File: src/two_wire_pkg.sv
// Constants shared by the two-wire mode sequencer files.
package two_wire_pkg;
  // ==========================================================================
  // Status codes, compared after masking with the status mask.
  localparam logic [7:0] STATUS_MASK = 8'hF8;
  localparam logic [7:0] CODE_IDLE = 8'hF8;
  localparam logic [7:0] CODE_START = 8'h08;
  localparam logic [7:0] CODE_RSTART = 8'h10;
  localparam logic [7:0] CODE_AW_ACK = 8'h18;
  localparam logic [7:0] CODE_AW_NACK = 8'h20;
  localparam logic [7:0] CODE_TXD_ACK = 8'h28;
  localparam logic [7:0] CODE_TXD_NACK = 8'h30;
  localparam logic [7:0] CODE_ARB_LOST = 8'h38;
  localparam logic [7:0] CODE_AR_ACK = 8'h40;
  localparam logic [7:0] CODE_AR_NACK = 8'h48;
  localparam logic [7:0] CODE_RXD_ACK = 8'h50;
  localparam logic [7:0] CODE_RXD_NACK = 8'h58;
  localparam logic [7:0] CODE_SW_ACK = 8'h60;
  localparam logic [7:0] CODE_SRD_ACK = 8'h80;
  localparam logic [7:0] CODE_SRD_NACK = 8'h88;
  localparam logic [7:0] CODE_SR_ACK = 8'hA8;
  localparam logic [7:0] CODE_STD_ACK = 8'hB8;
  localparam logic [7:0] CODE_STD_NACK = 8'hC0;
  // ==========================================================================
  // Field layout of the status word and of a bus packet.
  localparam int CODE_LSB = 3;
  localparam int DATA_BITS = 8;
  localparam logic [3:0] ACK_SLOT = 4'h8;
  localparam logic [7:0] DATA_RESET = 8'h00;
  // ==========================================================================
  // Timing: system clock period and serial clock period in nanoseconds.
  localparam int CLK_PERIOD_NS = 50;
  localparam int SCL_PERIOD_NS = 10000;
  localparam int QUARTER_CYC = SCL_PERIOD_NS / 4 / CLK_PERIOD_NS;
endpackage

File: src/two_wire_sync.sv
// Two flip-flop synchroniser for one asynchronous input.
`timescale 1ns/1ns
module two_wire_sync (
  input wire logic clk_i,   // System clock.
  input wire logic reset_i, // Asynchronous reset, active high.
  input wire logic d_i,     // Asynchronous level.
  output logic q_o          // Synchronised level.
);
  logic meta_reg;

  // The first stage feeds only the second; both reset to the released level.
  always_ff @(posedge clk_i or posedge reset_i) begin
    if (reset_i) begin
      meta_reg <= 1'b1;
      q_o <= 1'b1;
    end else begin
      meta_reg <= d_i;
      q_o <= meta_reg;
    end
  end
endmodule

File: src/two_wire_mode_sequencer.sv
// Two-wire byte sequencer for master and slave transmit and receive.
`timescale 1ns/1ns
module two_wire_mode_sequencer #(
  parameter int QUARTER_CYC = two_wire_pkg::QUARTER_CYC
) (
  input wire logic clk_i,           // System clock, 20 MHz.
  input wire logic reset_i,         // Asynchronous reset, active high.
  input wire logic scl_i,           // Serial clock line level.
  output logic scl_o,               // Serial clock drive level, always low.
  output logic scl_oe_o,            // Pull the serial clock low.
  input wire logic sda_i,           // Serial data line level.
  output logic sda_o,               // Serial data drive level, always low.
  output logic sda_oe_o,            // Pull the serial data low.
  input wire logic data_wr_i,       // Write strobe for the shift data register.
  input wire logic [7:0] data_i,    // Byte written to the shift data register.
  input wire logic ctrl_wr_i,       // Write strobe for the control register.
  input wire logic ctrl_clear_i,    // Written one clears the done flag.
  input wire logic ctrl_ack_i,      // Acknowledge enable.
  input wire logic ctrl_start_i,    // Start request.
  input wire logic ctrl_stop_i,     // Stop request.
  input wire logic ctrl_enable_i,   // Unit enable.
  input wire logic [1:0] prescale_i, // Prescaler bits shown in the status word.
  input wire logic [6:0] own_addr_i, // Own slave address.
  output logic [7:0] data_o,        // Shift data register contents.
  output logic [7:0] status_o,      // Status code and prescaler bits.
  output logic done_o,              // Transfer done flag.
  output logic wcol_o,              // Write collision bit.
  output logic stop_o               // Stop request bit.
);
  import two_wire_pkg::*;

  typedef enum {IDLE, M_START, M_BIT, M_STOP, M_WAIT, S_START, S_BIT, S_WAIT} state_t;
  localparam logic [15:0] QTR_LAST = 16'(QUARTER_CYC - 1);

  state_t state_reg;
  logic scl_s, sda_s, scl_p, sda_p, busy_reg;
  logic ack_en_reg, start_reg, enable_reg;
  logic [15:0] cnt_reg;
  logic [1:0] q_reg;
  logic [3:0] bit_reg;
  logic [7:0] sh_reg;
  logic [4:0] code_reg;
  logic done_reg, stop_reg, master_reg, tx_reg, addr_reg, dir_reg, nack_reg, acked_reg;
  logic tick, go, rise, fall, start_det, stop_det, match;

  // ==========================================================================
  // Line sampling and bus condition detection.
  two_wire_sync u_scl (.clk_i(clk_i), .reset_i(reset_i), .d_i(scl_i), .q_o(scl_s));
  two_wire_sync u_sda (.clk_i(clk_i), .reset_i(reset_i), .d_i(sda_i), .q_o(sda_s));

  // Previous synchronised levels for edge finding.
  always_ff @(posedge clk_i or posedge reset_i) begin
    if (reset_i) begin
      scl_p <= 1'b1;
      sda_p <= 1'b1;
    end else begin
      scl_p <= scl_s;
      sda_p <= sda_s;
    end
  end

  assign rise = scl_s & ~scl_p;
  assign fall = ~scl_s & scl_p;
  assign start_det = scl_s & scl_p & sda_p & ~sda_s;
  assign stop_det = scl_s & scl_p & ~sda_p & sda_s;
  assign go = ctrl_wr_i & ctrl_clear_i & ctrl_enable_i;
  assign match = ack_en_reg & (sh_reg[7:1] == own_addr_i);
  assign tick = (cnt_reg == QTR_LAST);

  // Bus busy from any START until the next STOP.
  always_ff @(posedge clk_i or posedge reset_i) begin
    if (reset_i) begin
      busy_reg <= 1'b0;
    end else if (start_det) begin
      busy_reg <= 1'b1;
    end else if (stop_det) begin
      busy_reg <= 1'b0;
    end
  end

  // ==========================================================================
  // Control bits kept from the last control write.
  always_ff @(posedge clk_i or posedge reset_i) begin
    if (reset_i) begin
      ack_en_reg <= 1'b0;
      start_reg <= 1'b0;
      enable_reg <= 1'b0;
    end else if (ctrl_wr_i) begin
      ack_en_reg <= ctrl_ack_i;
      start_reg <= ctrl_start_i;
      enable_reg <= ctrl_enable_i;
    end
  end

  // A data write without done is dropped and flagged; a good write clears it.
  always_ff @(posedge clk_i or posedge reset_i) begin
    if (reset_i) begin
      wcol_o <= 1'b0;
    end else if (data_wr_i) begin
      wcol_o <= ~done_reg;
    end
  end

  // Status word: code in the upper bits, bit 2 zero, prescaler bits below.
  always_ff @(posedge clk_i or posedge reset_i) begin
    if (reset_i) begin
      status_o <= {CODE_IDLE[7:3], 3'b000};
    end else begin
      status_o <= {code_reg, 1'b0, prescale_i};
    end
  end

  // Quarter-bit timer for the master's own clock.
  always_ff @(posedge clk_i or posedge reset_i) begin
    if (reset_i) begin
      cnt_reg <= 16'h0000;
    end else if (tick || state_reg == IDLE || state_reg == M_WAIT) begin
      cnt_reg <= 16'h0000;
    end else begin
      cnt_reg <= cnt_reg + 16'h0001;
    end
  end

  // ==========================================================================
  // Main sequencer for all four roles.
  always_ff @(posedge clk_i or posedge reset_i) begin
    if (reset_i) begin
      state_reg <= IDLE;
      q_reg <= 2'b00;
      bit_reg <= 4'h0;
      sh_reg <= DATA_RESET;
      code_reg <= CODE_IDLE[7:3];
      done_reg <= 1'b0;
      stop_reg <= 1'b0;
      master_reg <= 1'b0;
      tx_reg <= 1'b0;
      addr_reg <= 1'b0;
      dir_reg <= 1'b0;
      nack_reg <= 1'b0;
      acked_reg <= 1'b0;
      scl_oe_o <= 1'b0;
      sda_oe_o <= 1'b0;
    end else begin
      if (ctrl_wr_i && ctrl_clear_i) begin
        done_reg <= 1'b0;
      end
      if (ctrl_wr_i) begin
        stop_reg <= ctrl_stop_i;
      end
      if (data_wr_i && done_reg) begin
        sh_reg <= data_i;
      end
      case (state_reg)
        IDLE: begin
          scl_oe_o <= 1'b0;
          sda_oe_o <= 1'b0;
          if (start_det && enable_reg) begin
            state_reg <= S_START;
            bit_reg <= 4'h0;
            addr_reg <= 1'b1;
            tx_reg <= 1'b0;
          end else if (start_reg && enable_reg && !done_reg && !busy_reg) begin
            state_reg <= M_START;
            q_reg <= 2'b00;
          end
        end
        M_START: if (tick && (q_reg != 2'd2 || scl_s)) begin
          q_reg <= q_reg + 2'd1;
          case (q_reg)
            2'd0: sda_oe_o <= 1'b0;
            2'd1: scl_oe_o <= 1'b0;
            2'd2: sda_oe_o <= 1'b1;
            default: begin
              scl_oe_o <= 1'b1;
              done_reg <= 1'b1;
              code_reg <= master_reg ? CODE_RSTART[7:3] : CODE_START[7:3];
              master_reg <= 1'b1;
              addr_reg <= 1'b1;
              tx_reg <= 1'b1;
              state_reg <= M_WAIT;
            end
          endcase
        end
        M_BIT: if (tick && (q_reg != 2'd2 || scl_s)) begin
          q_reg <= q_reg + 2'd1;
          case (q_reg)
            2'd0: if (bit_reg == ACK_SLOT) begin
              sda_oe_o <= ~tx_reg & ack_en_reg;
            end else begin
              sda_oe_o <= tx_reg & ~sh_reg[7];
            end
            2'd1: scl_oe_o <= 1'b0;
            2'd2: if (bit_reg == ACK_SLOT) begin
              nack_reg <= sda_s;
            end else begin
              sh_reg <= {sh_reg[6:0], tx_reg ? 1'b0 : sda_s};
            end
            default: begin
              scl_oe_o <= 1'b1;
              bit_reg <= bit_reg + 4'h1;
              if (bit_reg == ACK_SLOT) begin
                state_reg <= M_WAIT;
                done_reg <= 1'b1;
                addr_reg <= 1'b0;
                if (addr_reg) begin
                  tx_reg <= ~dir_reg;
                  if (dir_reg) begin
                    code_reg <= nack_reg ? CODE_AR_NACK[7:3] : CODE_AR_ACK[7:3];
                  end else begin
                    code_reg <= nack_reg ? CODE_AW_NACK[7:3] : CODE_AW_ACK[7:3];
                  end
                end else if (tx_reg) begin
                  code_reg <= nack_reg ? CODE_TXD_NACK[7:3] : CODE_TXD_ACK[7:3];
                end else begin
                  code_reg <= ack_en_reg ? CODE_RXD_ACK[7:3] : CODE_RXD_NACK[7:3];
                end
              end
            end
          endcase
        end
        M_STOP: if (tick && (q_reg != 2'd2 || scl_s)) begin
          q_reg <= q_reg + 2'd1;
          case (q_reg)
            2'd0: sda_oe_o <= 1'b1;
            2'd1: scl_oe_o <= 1'b0;
            2'd2: sda_oe_o <= 1'b0;
            default: begin
              stop_reg <= 1'b0;
              master_reg <= 1'b0;
              state_reg <= start_reg ? M_START : IDLE;
            end
          endcase
        end
        M_WAIT: if (go) begin
          q_reg <= 2'b00;
          bit_reg <= 4'h0;
          if (ctrl_stop_i) begin
            state_reg <= M_STOP;
          end else if (ctrl_start_i) begin
            state_reg <= M_START;
          end else begin
            state_reg <= M_BIT;
            dir_reg <= addr_reg ? sh_reg[0] : dir_reg;
          end
        end
        // The clock fall that closes a START is not a bit slot, so it is skipped here.
        S_START: if (stop_det) begin
          state_reg <= IDLE;
        end else if (fall) begin
          state_reg <= S_BIT;
        end
        S_WAIT: if (go) begin
          state_reg <= S_BIT;
          bit_reg <= 4'h0;
          scl_oe_o <= 1'b0;
          sda_oe_o <= tx_reg & ~sh_reg[7];
        end
        S_BIT: if (stop_det) begin
          state_reg <= IDLE;
        end else if (start_det) begin
          state_reg <= S_START;
          bit_reg <= 4'h0;
          addr_reg <= 1'b1;
          tx_reg <= 1'b0;
          sda_oe_o <= 1'b0;
        end else if (rise) begin
          if (bit_reg == ACK_SLOT) begin
            nack_reg <= sda_s;
          end else begin
            sh_reg <= {sh_reg[6:0], tx_reg ? 1'b0 : sda_s};
          end
        end else if (fall) begin
          bit_reg <= bit_reg + 4'h1;
          if (bit_reg < ACK_SLOT - 4'h1) begin
            sda_oe_o <= tx_reg & ~sh_reg[7];
          end else if (bit_reg == ACK_SLOT - 4'h1) begin
            acked_reg <= addr_reg ? match : ack_en_reg;
            sda_oe_o <= ~tx_reg & (addr_reg ? match : ack_en_reg);
          end else begin
            sda_oe_o <= 1'b0;
            addr_reg <= 1'b0;
            if (addr_reg && !acked_reg) begin
              state_reg <= IDLE;
            end else begin
              state_reg <= S_WAIT;
              scl_oe_o <= 1'b1;
              done_reg <= 1'b1;
              if (addr_reg) begin
                tx_reg <= sh_reg[0];
                code_reg <= sh_reg[0] ? CODE_SR_ACK[7:3] : CODE_SW_ACK[7:3];
              end else if (tx_reg) begin
                code_reg <= nack_reg ? CODE_STD_NACK[7:3] : CODE_STD_ACK[7:3];
              end else begin
                code_reg <= acked_reg ? CODE_SRD_ACK[7:3] : CODE_SRD_NACK[7:3];
              end
            end
          end
        end
        default: state_reg <= IDLE;
      endcase
    end
  end

  // Open-drain drive levels are fixed low; only the enables move.
  always_ff @(posedge clk_i or posedge reset_i) begin
    if (reset_i) begin
      scl_o <= 1'b0;
      sda_o <= 1'b0;
    end else begin
      scl_o <= 1'b0;
      sda_o <= 1'b0;
    end
  end

  assign data_o = sh_reg;
  assign done_o = done_reg;
  assign stop_o = stop_reg;

  // ==========================================================================
  // Checks.
  chk_wcol_flag: assert property (@(posedge clk_i) disable iff (reset_i)
    data_wr_i && !done_reg |=> wcol_o && data_o == $past(data_o) || state_reg == M_BIT
      || state_reg == S_BIT) else $error("write collision not flagged");
  chk_done_hold: assert property (@(posedge clk_i) disable iff (reset_i)
    done_reg && !(ctrl_wr_i && ctrl_clear_i) |=> done_reg) else $error("done dropped");
  chk_suspend_clock: assert property (@(posedge clk_i) disable iff (reset_i)
    done_reg && (state_reg == M_WAIT || state_reg == S_WAIT) |-> scl_oe_o)
    else $error("clock not held while done");
  chk_start_code: assert property (@(posedge clk_i) disable iff (reset_i)
    state_reg == M_START && tick && q_reg == 2'd3 && !master_reg
    |=> done_reg ##1 status_o[7:3] == CODE_START[7:3]) else $error("bad start code");
  chk_addr_write_code: assert property (@(posedge clk_i) disable iff (reset_i)
    state_reg == M_BIT && tick && q_reg == 2'd3 && bit_reg == ACK_SLOT && addr_reg
      && !dir_reg |=> code_reg == CODE_AW_ACK[7:3] || code_reg == CODE_AW_NACK[7:3])
    else $error("bad address write code");
  chk_stop_clear: assert property (@(posedge clk_i) disable iff (reset_i)
    state_reg == M_STOP && tick && q_reg == 2'd3 |=> !stop_o && !master_reg)
    else $error("stop request not cleared");
  chk_stop_after_ack: assert property (@(posedge clk_i) disable iff (reset_i)
    state_reg == M_STOP && $past(state_reg) != M_STOP
    |-> $past(state_reg) == M_WAIT && $past(done_reg)) else $error("stop before acknowledge done");
  chk_open_drain: assert property (@(posedge clk_i) disable iff (reset_i)
    !scl_o && !sda_o) else $error("line driven high");
  chk_status_mask: assert property (@(posedge clk_i) disable iff (reset_i)
    ##1 status_o == {$past(code_reg), 1'b0, $past(prescale_i)}) else $error("status layout");
  chk_packet_len: assert property (@(posedge clk_i) disable iff (reset_i)
    bit_reg <= ACK_SLOT + 4'h1) else $error("packet longer than nine slots");
  chk_master_ack: assert property (@(posedge clk_i) disable iff (reset_i)
    state_reg == M_BIT && !tx_reg && bit_reg == ACK_SLOT && q_reg != 2'd0
    |-> sda_oe_o == ack_en_reg) else $error("receive acknowledge wrong");
endmodule

File: config.mk
export PLATFORM = sky130hd
export DESIGN_NAME = two_wire_mode_sequencer
export DESIGN_NICKNAME = d
export VERILOG_FILES = /design/src/two_wire_pkg.sv /design/src/two_wire_sync.sv /design/src/two_wire_mode_sequencer.sv
export SDC_FILE = /design/constraint.sdc
export NUM_CORES = 1
export LEC_CHECK = 0
export ABC_AREA = 1
export ABC_CLOCK_PERIOD_IN_PS = 2000
export BUFFER_PORTS_ARGS = -buffer_cell sky130_fd_sc_hd__buf_2
export CAP_MARGIN = 20
export CORE_AREA = 3 3 91 93
export DETAILED_ROUTE_END_ITERATION = 8
export DIE_AREA = 0 0 94 96
export GPL_ROUTABILITY_DRIVEN = 0
export PLACE_DENSITY_LB_ADDON = 0.05
export SETUP_SLACK_MARGIN = 0.1
export SYNTH_ARGS = -nofsm -noshare
export SYNTH_HDL_FRONTEND = slang
export SYNTH_SLANG_ARGS = --single-unit
File: constraint.sdc
create_clock -name clk_i -period 2 [get_ports clk_i]
set_clock_uncertainty 0.15 [all_clocks]
set_input_delay 0.1 -clock clk_i [delete_from_list [all_inputs] [get_ports clk_i]]
set_output_delay 0.1 -clock clk_i [all_outputs]
set_load 0.01 [all_outputs]
==> run summary, run 1 <==
RSZ-0062 raised after global routing = yes
worst min-delay path startpoint = ctrl_wr_i
vias post-DR = 3795
crit-path max FO = 4
Top delay family on crit path = simple AND/OR/NAND/NOR gates
# diodes = 0
Clk pin slew, worst setup/hold paths = 0.08 ns
fill count = 665
fin crit share = 0.930
Tightest Hold Check Type = in -> reg
critical path's largest stage delay = 0.58 ns
final hold slack = -0.000170 ns
Final #Nets = 668
I/O Pins = 51
part of the Yosys area used for sequential elements = 0.423
fin. max-slew vios = 0
CTS Buffer Depth = 2
multiplexer area fraction after synthesis = 0.00538
worst-path cell chain = nand2_4 -> buf_12 -> nor3_4 -> nor2_1 -> nand2_1 -> nand3_1 -> nor2_2 -> buf_4 -> nand3_1 -> nand2_1
TritonCTS clock tree = done
pin count of the biggest net entering global routing = 35
Root Driver = clkbuf_8
max-cap violations = 0
CTS Sinks = 66
full die area = 0.00902 mm2
largest family of logic cells by synthesized area = simple AND/OR/NAND/NOR gates
wire per inst = 13.9 um
clock latency on the worst-skew pair = 0.35 ns
DRC = 0
number of synthesized register bits = 66
reg2reg start = u_scl.q_o
crit path DAT = 1.99 ns
footprint of the multi-input gates = 0.00212 mm2
status = finished, violations left
share of the synthesized area in the top cell type = 0.317
complex-gate fraction of the synthesized area = 0.132
crit path buf inv count = 2
first-pass GRT wire length = 16.8 mm
M2 GR Usage = 0.378
Worst setup startpoint = u_scl.q_o
violated checks = hold timing
Max Fclk = 538 MHz
vias in the first global route = 3598
vias per inst = 5.15
Iter 0 DRT Violations = 262
die height = 96 um
CTS buffer count = 9
slew margin rel. = 0.660
DP Area = 0.00447 mm2
core region area = 0.00761 mm2
Total Routing Usage GR = 0.239
Required @ worst endpoint = 2.13 ns
leak pwr = 2.48 nW
Critical Path End Type = flop
simple-gate share of the synthesized area = 0.309
Synth area leaders = dfrtp_1 32%, nand2_1 11%, dfstp_2 11%, inv_1 6.6%, nor2_1 6.2%
max FFs per register = 16
HPWL after DPL = 7.50 mm
Mapped Cells = 521
critical path's slowest cell = dfstp_2
Die Wd = 94 um
num rows = 32
min Tclk post-route = 1.86 ns
DRT Pass-1 Iters = 5
total wire length = 10.2 mm
Syn-to-layout area delta = 31.2%
initial antenna violation count = 0
initial core utilization = 0.520
Post-Syn Area = 0.00395 mm2
Hold Vio Cnt, Final = 1
final instance area = 0.00519 mm2
H-tree levels = 3
Yosys warning count = 0
synth unique cells = 46
Crit Path Category = reg -> reg
busiest layer in global routing = met2
# port buffers = 47
register area = 0.00168 mm2
Setup-failing EPs final = 0
leading area contributor after synthesis = dfrtp_1
share of cells above drive strength 1 = 0.323
Remaining Overflow, GRT = 0
Routed Antenna Nets = 0
Synth Area per Inst = 7.59 um2
measured slew at the worst slew-check pin = 0.509 ns
maximum VDD drop = 692 uV
startpoint types = flop
met1 Usage GRT = 0.322
met3 Use GR = 0.0446
post-synthesis xor/xnor area fraction = 0.0111
Pwr Density = 1130 mW/mm2
synthesized-area fraction occupied by adder cells = 0.0317
## routing by layer
metal | wire length (um) | vias up
met5 | 0 | -
met4 | 190 | 0
met3 | 573 | 21
met2 | 4810 | 126
met1 | 4650 | 1747
li1 | - | 1901
## cell families after synthesis
logic type / after synthesis
other cells: 1
compound gates: 85
mux: 2
flops: 66
buf+inv: 84
simple gates: 268
fa+ha+maj: 10
xor+xnor: 5
## placed cells by master (no fill, tap or decap), drive strengths merged, types with 4 or more instances in the layout
| cell | synthesis | routed |
|---|---|---|
| nand2 | 130 | 130 |
| buf | 8 | 84 |
| nor2 | 77 | 77 |
| inv | 74 | 74 |
| dfrtp | 50 | 50 |
| o21ai | 38 | 38 |
| nand3 | 31 | 31 |
| a21oi | 29 | 29 |
| dlygate4sd3 | 0 | 21 |
| dfstp | 16 | 16 |
| nor3 | 14 | 14 |
| clkbuf | 2 | 11 |
| ha | 10 | 10 |
| nand4 | 9 | 9 |
| clkinv | 0 | 5 |
| a31oi | 4 | 4 |
| xor2 | 4 | 4 |
## cell usage after synthesis (all sizes together)
cell,instances
a21oi,29
a221oi,2
a22oi,1
a31oi,4
buf,8
clkbuf,2
conb,1
dfrtp,50
dfstp,16
ha,10
inv,74
mux2,1
mux2i,1
nand2,130
nand3,31
nand4,9
nor2,77
nor3,14
nor3b,3
nor4,3
o2111ai,2
o211ai,3
o21a,2
o21ai,38
o21bai,1
o22ai,2
o31ai,1
or2,1
xnor2,1
xor2,4
## cell type report
cell class              instances  share of cell area
clock buffers                  10              0.0246
clock inverters                 6              0.0113
inverters                      74              0.0545
multi-input cells             373               0.409
flip-flops and latches         66               0.323
well taps                     102              0.0246
repair buffers                106               0.153
## timing repair
action	CTS	global route
resized for setup	3	62
pin swaps	1	19
hold buffers	22	0
endpoints found under the hold margin	60	0
buffers inserted	1	11
setup endpoints to repair	9	30
cloned	0	1
## per-stage QoR
step | TNS (ns) | setup slack, ns | total power (W) | cells | util
5_1_grt | 0 | 0.0382 | 0.00631 | 737 | 0.682
6_report | 0 | 0.140 | 0.00585 | 737 | 0.682
4_1_cts | 0 | 0.105 | 0.00550 | 726 | 0.642
2_1_floorplan | 0 | 0.122 | 0.00361 | 523 | -
3_3_place_gp | -0.0234 | -0.0234 | 0.00429 | 687 | 0.588
3_5_place_dp | -0.0127 | -0.0127 | 0.00434 | 687 | 0.588
## worst paths after layout
check,end,slack [ns],depth (start not counted)
hold / removal,ack_en_reg,-0.0002,2
min in group asynchronous,busy_reg,0.13,3
setup / recovery,state_reg[2],0.14,10
hold reg to reg,u_scl.q_o,0.21,0
max in group asynchronous,u_scl.meta_reg,0.92,4
setup reg to reg,state_reg[2],0.14,10
## power breakdown
group	total [W]	leakage, nW	internal (W)	switching, W
registers	0.00196	0.795	0.00170	0.000261
logic	0.00280	1.59	0.00109	0.00171
clock network	0.00110	0.0998	0.000569	0.000526
Power figures use the tool's default switching activity.
==> inputs of run 2 (changes only) <==
--- a/config.mk
+++ b/config.mk
@@ -10,3 +10,2 @@
 export BUFFER_PORTS_ARGS = -buffer_cell sky130_fd_sc_hd__buf_2
-export CAP_MARGIN = 20
 export CORE_AREA = 3 3 91 93
==> constraint.sdc (replaced) <==
create_clock -name clk_i -period 2 [get_ports clk_i]
set_clock_uncertainty 0.15 [all_clocks]
set_input_delay 0.5 -clock clk_i [delete_from_list [all_inputs] [get_ports clk_i]]
set_output_delay 0.5 -clock clk_i [all_outputs]
set_load 0.01 [all_outputs]
==> run summary, run 2 (synthesized netlist as in run 1, its figures left out) <==
HPWL after DPL = 7.42 mm
TritonCTS clock tree = done
commonest non-fill, non-tap cell in the layout = nand2_1
crit path DAT = 1.95 ns
reg2reg start = state_reg[0]
final instance area = 0.00499 mm2
total wire length = 9.94 mm
reg2reg path depth = 10
Critical Path End Type = flop
Remaining Overflow, GRT = 0
Hold Vio Cnt, Final = 0
initial antenna violation count = 0
Root Driver = clkbuf_8
pin count of the biggest net entering global routing = 65
Tightest Hold Check Type = in -> reg
crit-path max FO = 7
vias in the first global route = 3530
RSZ-0062 raised after global routing = yes
share of cells above drive strength 1 = 0.325
Syn-to-layout area delta = 26.3%
Power, Total = 0.00575 W
crit path buf inv count = 1
die height = 96 um
max FFs per register = 16
H-tree levels = 3
most frequent CP cell = nand2_2
Max Fclk = 535 MHz
worst min-delay path startpoint = scl_i
Die Wd = 94 um
critical path's largest stage delay = 0.51 ns
leak pwr = 2.39 nW
num rows = 32
I/O Pins = 51
wire per inst = 13.9 um
CTS Buffer Depth = 2
full die area = 0.00902 mm2
Final #Nets = 648
Total Routing Usage GR = 0.227
hold worst-path end = u_scl.meta_reg
dpl cells = 689
maximum VDD drop = 746 uV
setup tns final = 0 ns
critical path's slowest cell = dfrtp_2
min Tclk post-route = 1.87 ns
flop-to-flop setup slack = 0.13 ns
CTS buffer count = 9
Clk pin slew, worst setup/hold paths = 0.08 ns
fin. max-slew vios = 0
core region area = 0.00761 mm2
initial core utilization = 0.520
CTS Sinks = 66
DRC = 0
DRT Pass-1 Iters = 5
worst-path cell chain = inv_4 -> nor2_2 -> nand2_2 -> nand2_2 -> nand2_2 -> nand2_1 -> nor2_1 -> nand4_1 -> nand2_1 -> o21ai_1
final core occ = 0.656
# diodes = 0
status = complete, no violations
fill count = 688
first-pass GRT wire length = 16.0 mm
Pwr Density = 1150 mW/mm2
Setup-failing EPs final = 0
worst r2r dst = tx_reg
Non-Filler Instances = 717
vias post-DR = 3745
startpoint types = flop
# port buffers = 47
Top delay family on crit path = simple AND/OR/NAND/NOR gates
Routed Antenna Nets = 0
Required @ worst endpoint = 2.08 ns
Iter 0 DRT Violations = 190
commonest cells after routing, fill and taps aside = 106 x nand2_1, 63 x inv_1, 61 x nor2_1
clock latency on the worst-skew pair = 0.36 ns
Hold Path Stages = 1
fin crit share = 0.934
Crit Path Category = reg -> reg
vias per inst = 5.22
DP Area = 0.00449 mm2
max-cap violations = 0
[run 2: cell count changes in the layout (fill, tap and decap cells not counted), sizes merged]
| cell | delta |
|---|---|
| dlygate4sd3 | -20 |
| clkinv | -3 |
| clkinvlp | +3 |
| bufinv | -1 |
| clkbuf | +1 |
[run 2: metrics by stage]
stage / hold slack, ns / setup slack (ns)
6_report: 0.0892 / 0.132
3_3_place_gp: 0.197 / -0.0149
4_1_cts: 0.0801 / 0.0731
5_1_grt: 0.0800 / 0.0471
2_1_floorplan: 0.195 / 0.221
3_5_place_dp: 0.200 / -0.0414
[run 2: worst max path at each step]
stage	slack, ns	startpoint	endpoint	cells past startpoint
2_1_floorplan	0.22	u_scl.q_o	data_o[6]	9
6_report	0.13	state_reg[0]	tx_reg	10
3_3_place_gp	-0.01	u_scl.q_o	tx_reg	9
3_5_place_dp	-0.04	u_scl.q_o	tx_reg	9
4_1_cts	0.07	u_scl.q_o	tx_reg	9
5_1_grt	0.05	cnt_reg[3]	scl_oe_o	9
[run 2: power breakdown]
part / total, W / leakage (nW) / internal (W) / switching (W)
registers: 0.00196 / 0.795 / 0.00170 / 0.000262
logic: 0.00270 / 1.50 / 0.00102 / 0.00168
clock network: 0.00109 / 0.0919 / 0.000522 / 0.000570
[run 2: cell type report]
| cell class | count | area [um2] | share of cell area |
|---|---|---|---|
| multi-input cells | 373 | 2130 | 0.427 |
| flip-flops and latches | 66 | 1680 | 0.336 |
| repair buffers | 86 | 584 | 0.117 |
| inverters | 74 | 284 | 0.0569 |
| clock buffers | 11 | 151 | 0.0303 |
| well taps | 102 | 128 | 0.0256 |
| clock inverters | 5 | 37.5 | 0.00752 |
[run 2: layer usage]
| layer | GRT usage | vias up | share of wire |
|---|---|---|---|
| li1 | - | 1865 | - |
| met1 | 0.304 | 1732 | 0.46 |
| met2 | 0.359 | 121 | 0.46 |
| met3 | 0.0399 | 27 | 0.060 |
| met4 | 0.105 | 0 | 0.028 |
| met5 | 0 | - | 0 |
[run 2: worst register-to-register path, stage by stage, from the launching register on]
cell	delay, ns
dfrtp_2	0.51
inv_4	0.14
nor2_2	0.06
nand2_2	0.12
nand2_2	0.11
nand2_2	0.11
nand2_1	0.07
nor2_1	0.16
nand4_1	0.18
nand2_1	0.09
o21ai_1	0.06
[run 2: timing repair]
| action | in CTS | in global routing |
|---|---|---|
| hold buffers | 1 | 0 |
| setup endpoints to repair | 9 | 29 |
| gates cloned | 0 | 1 |
| setup buffers | 2 | 8 |
| resized for setup | 1 | 59 |
| endpoints found under the hold margin | 2 | 0 |
| pin swaps | 1 | 11 |
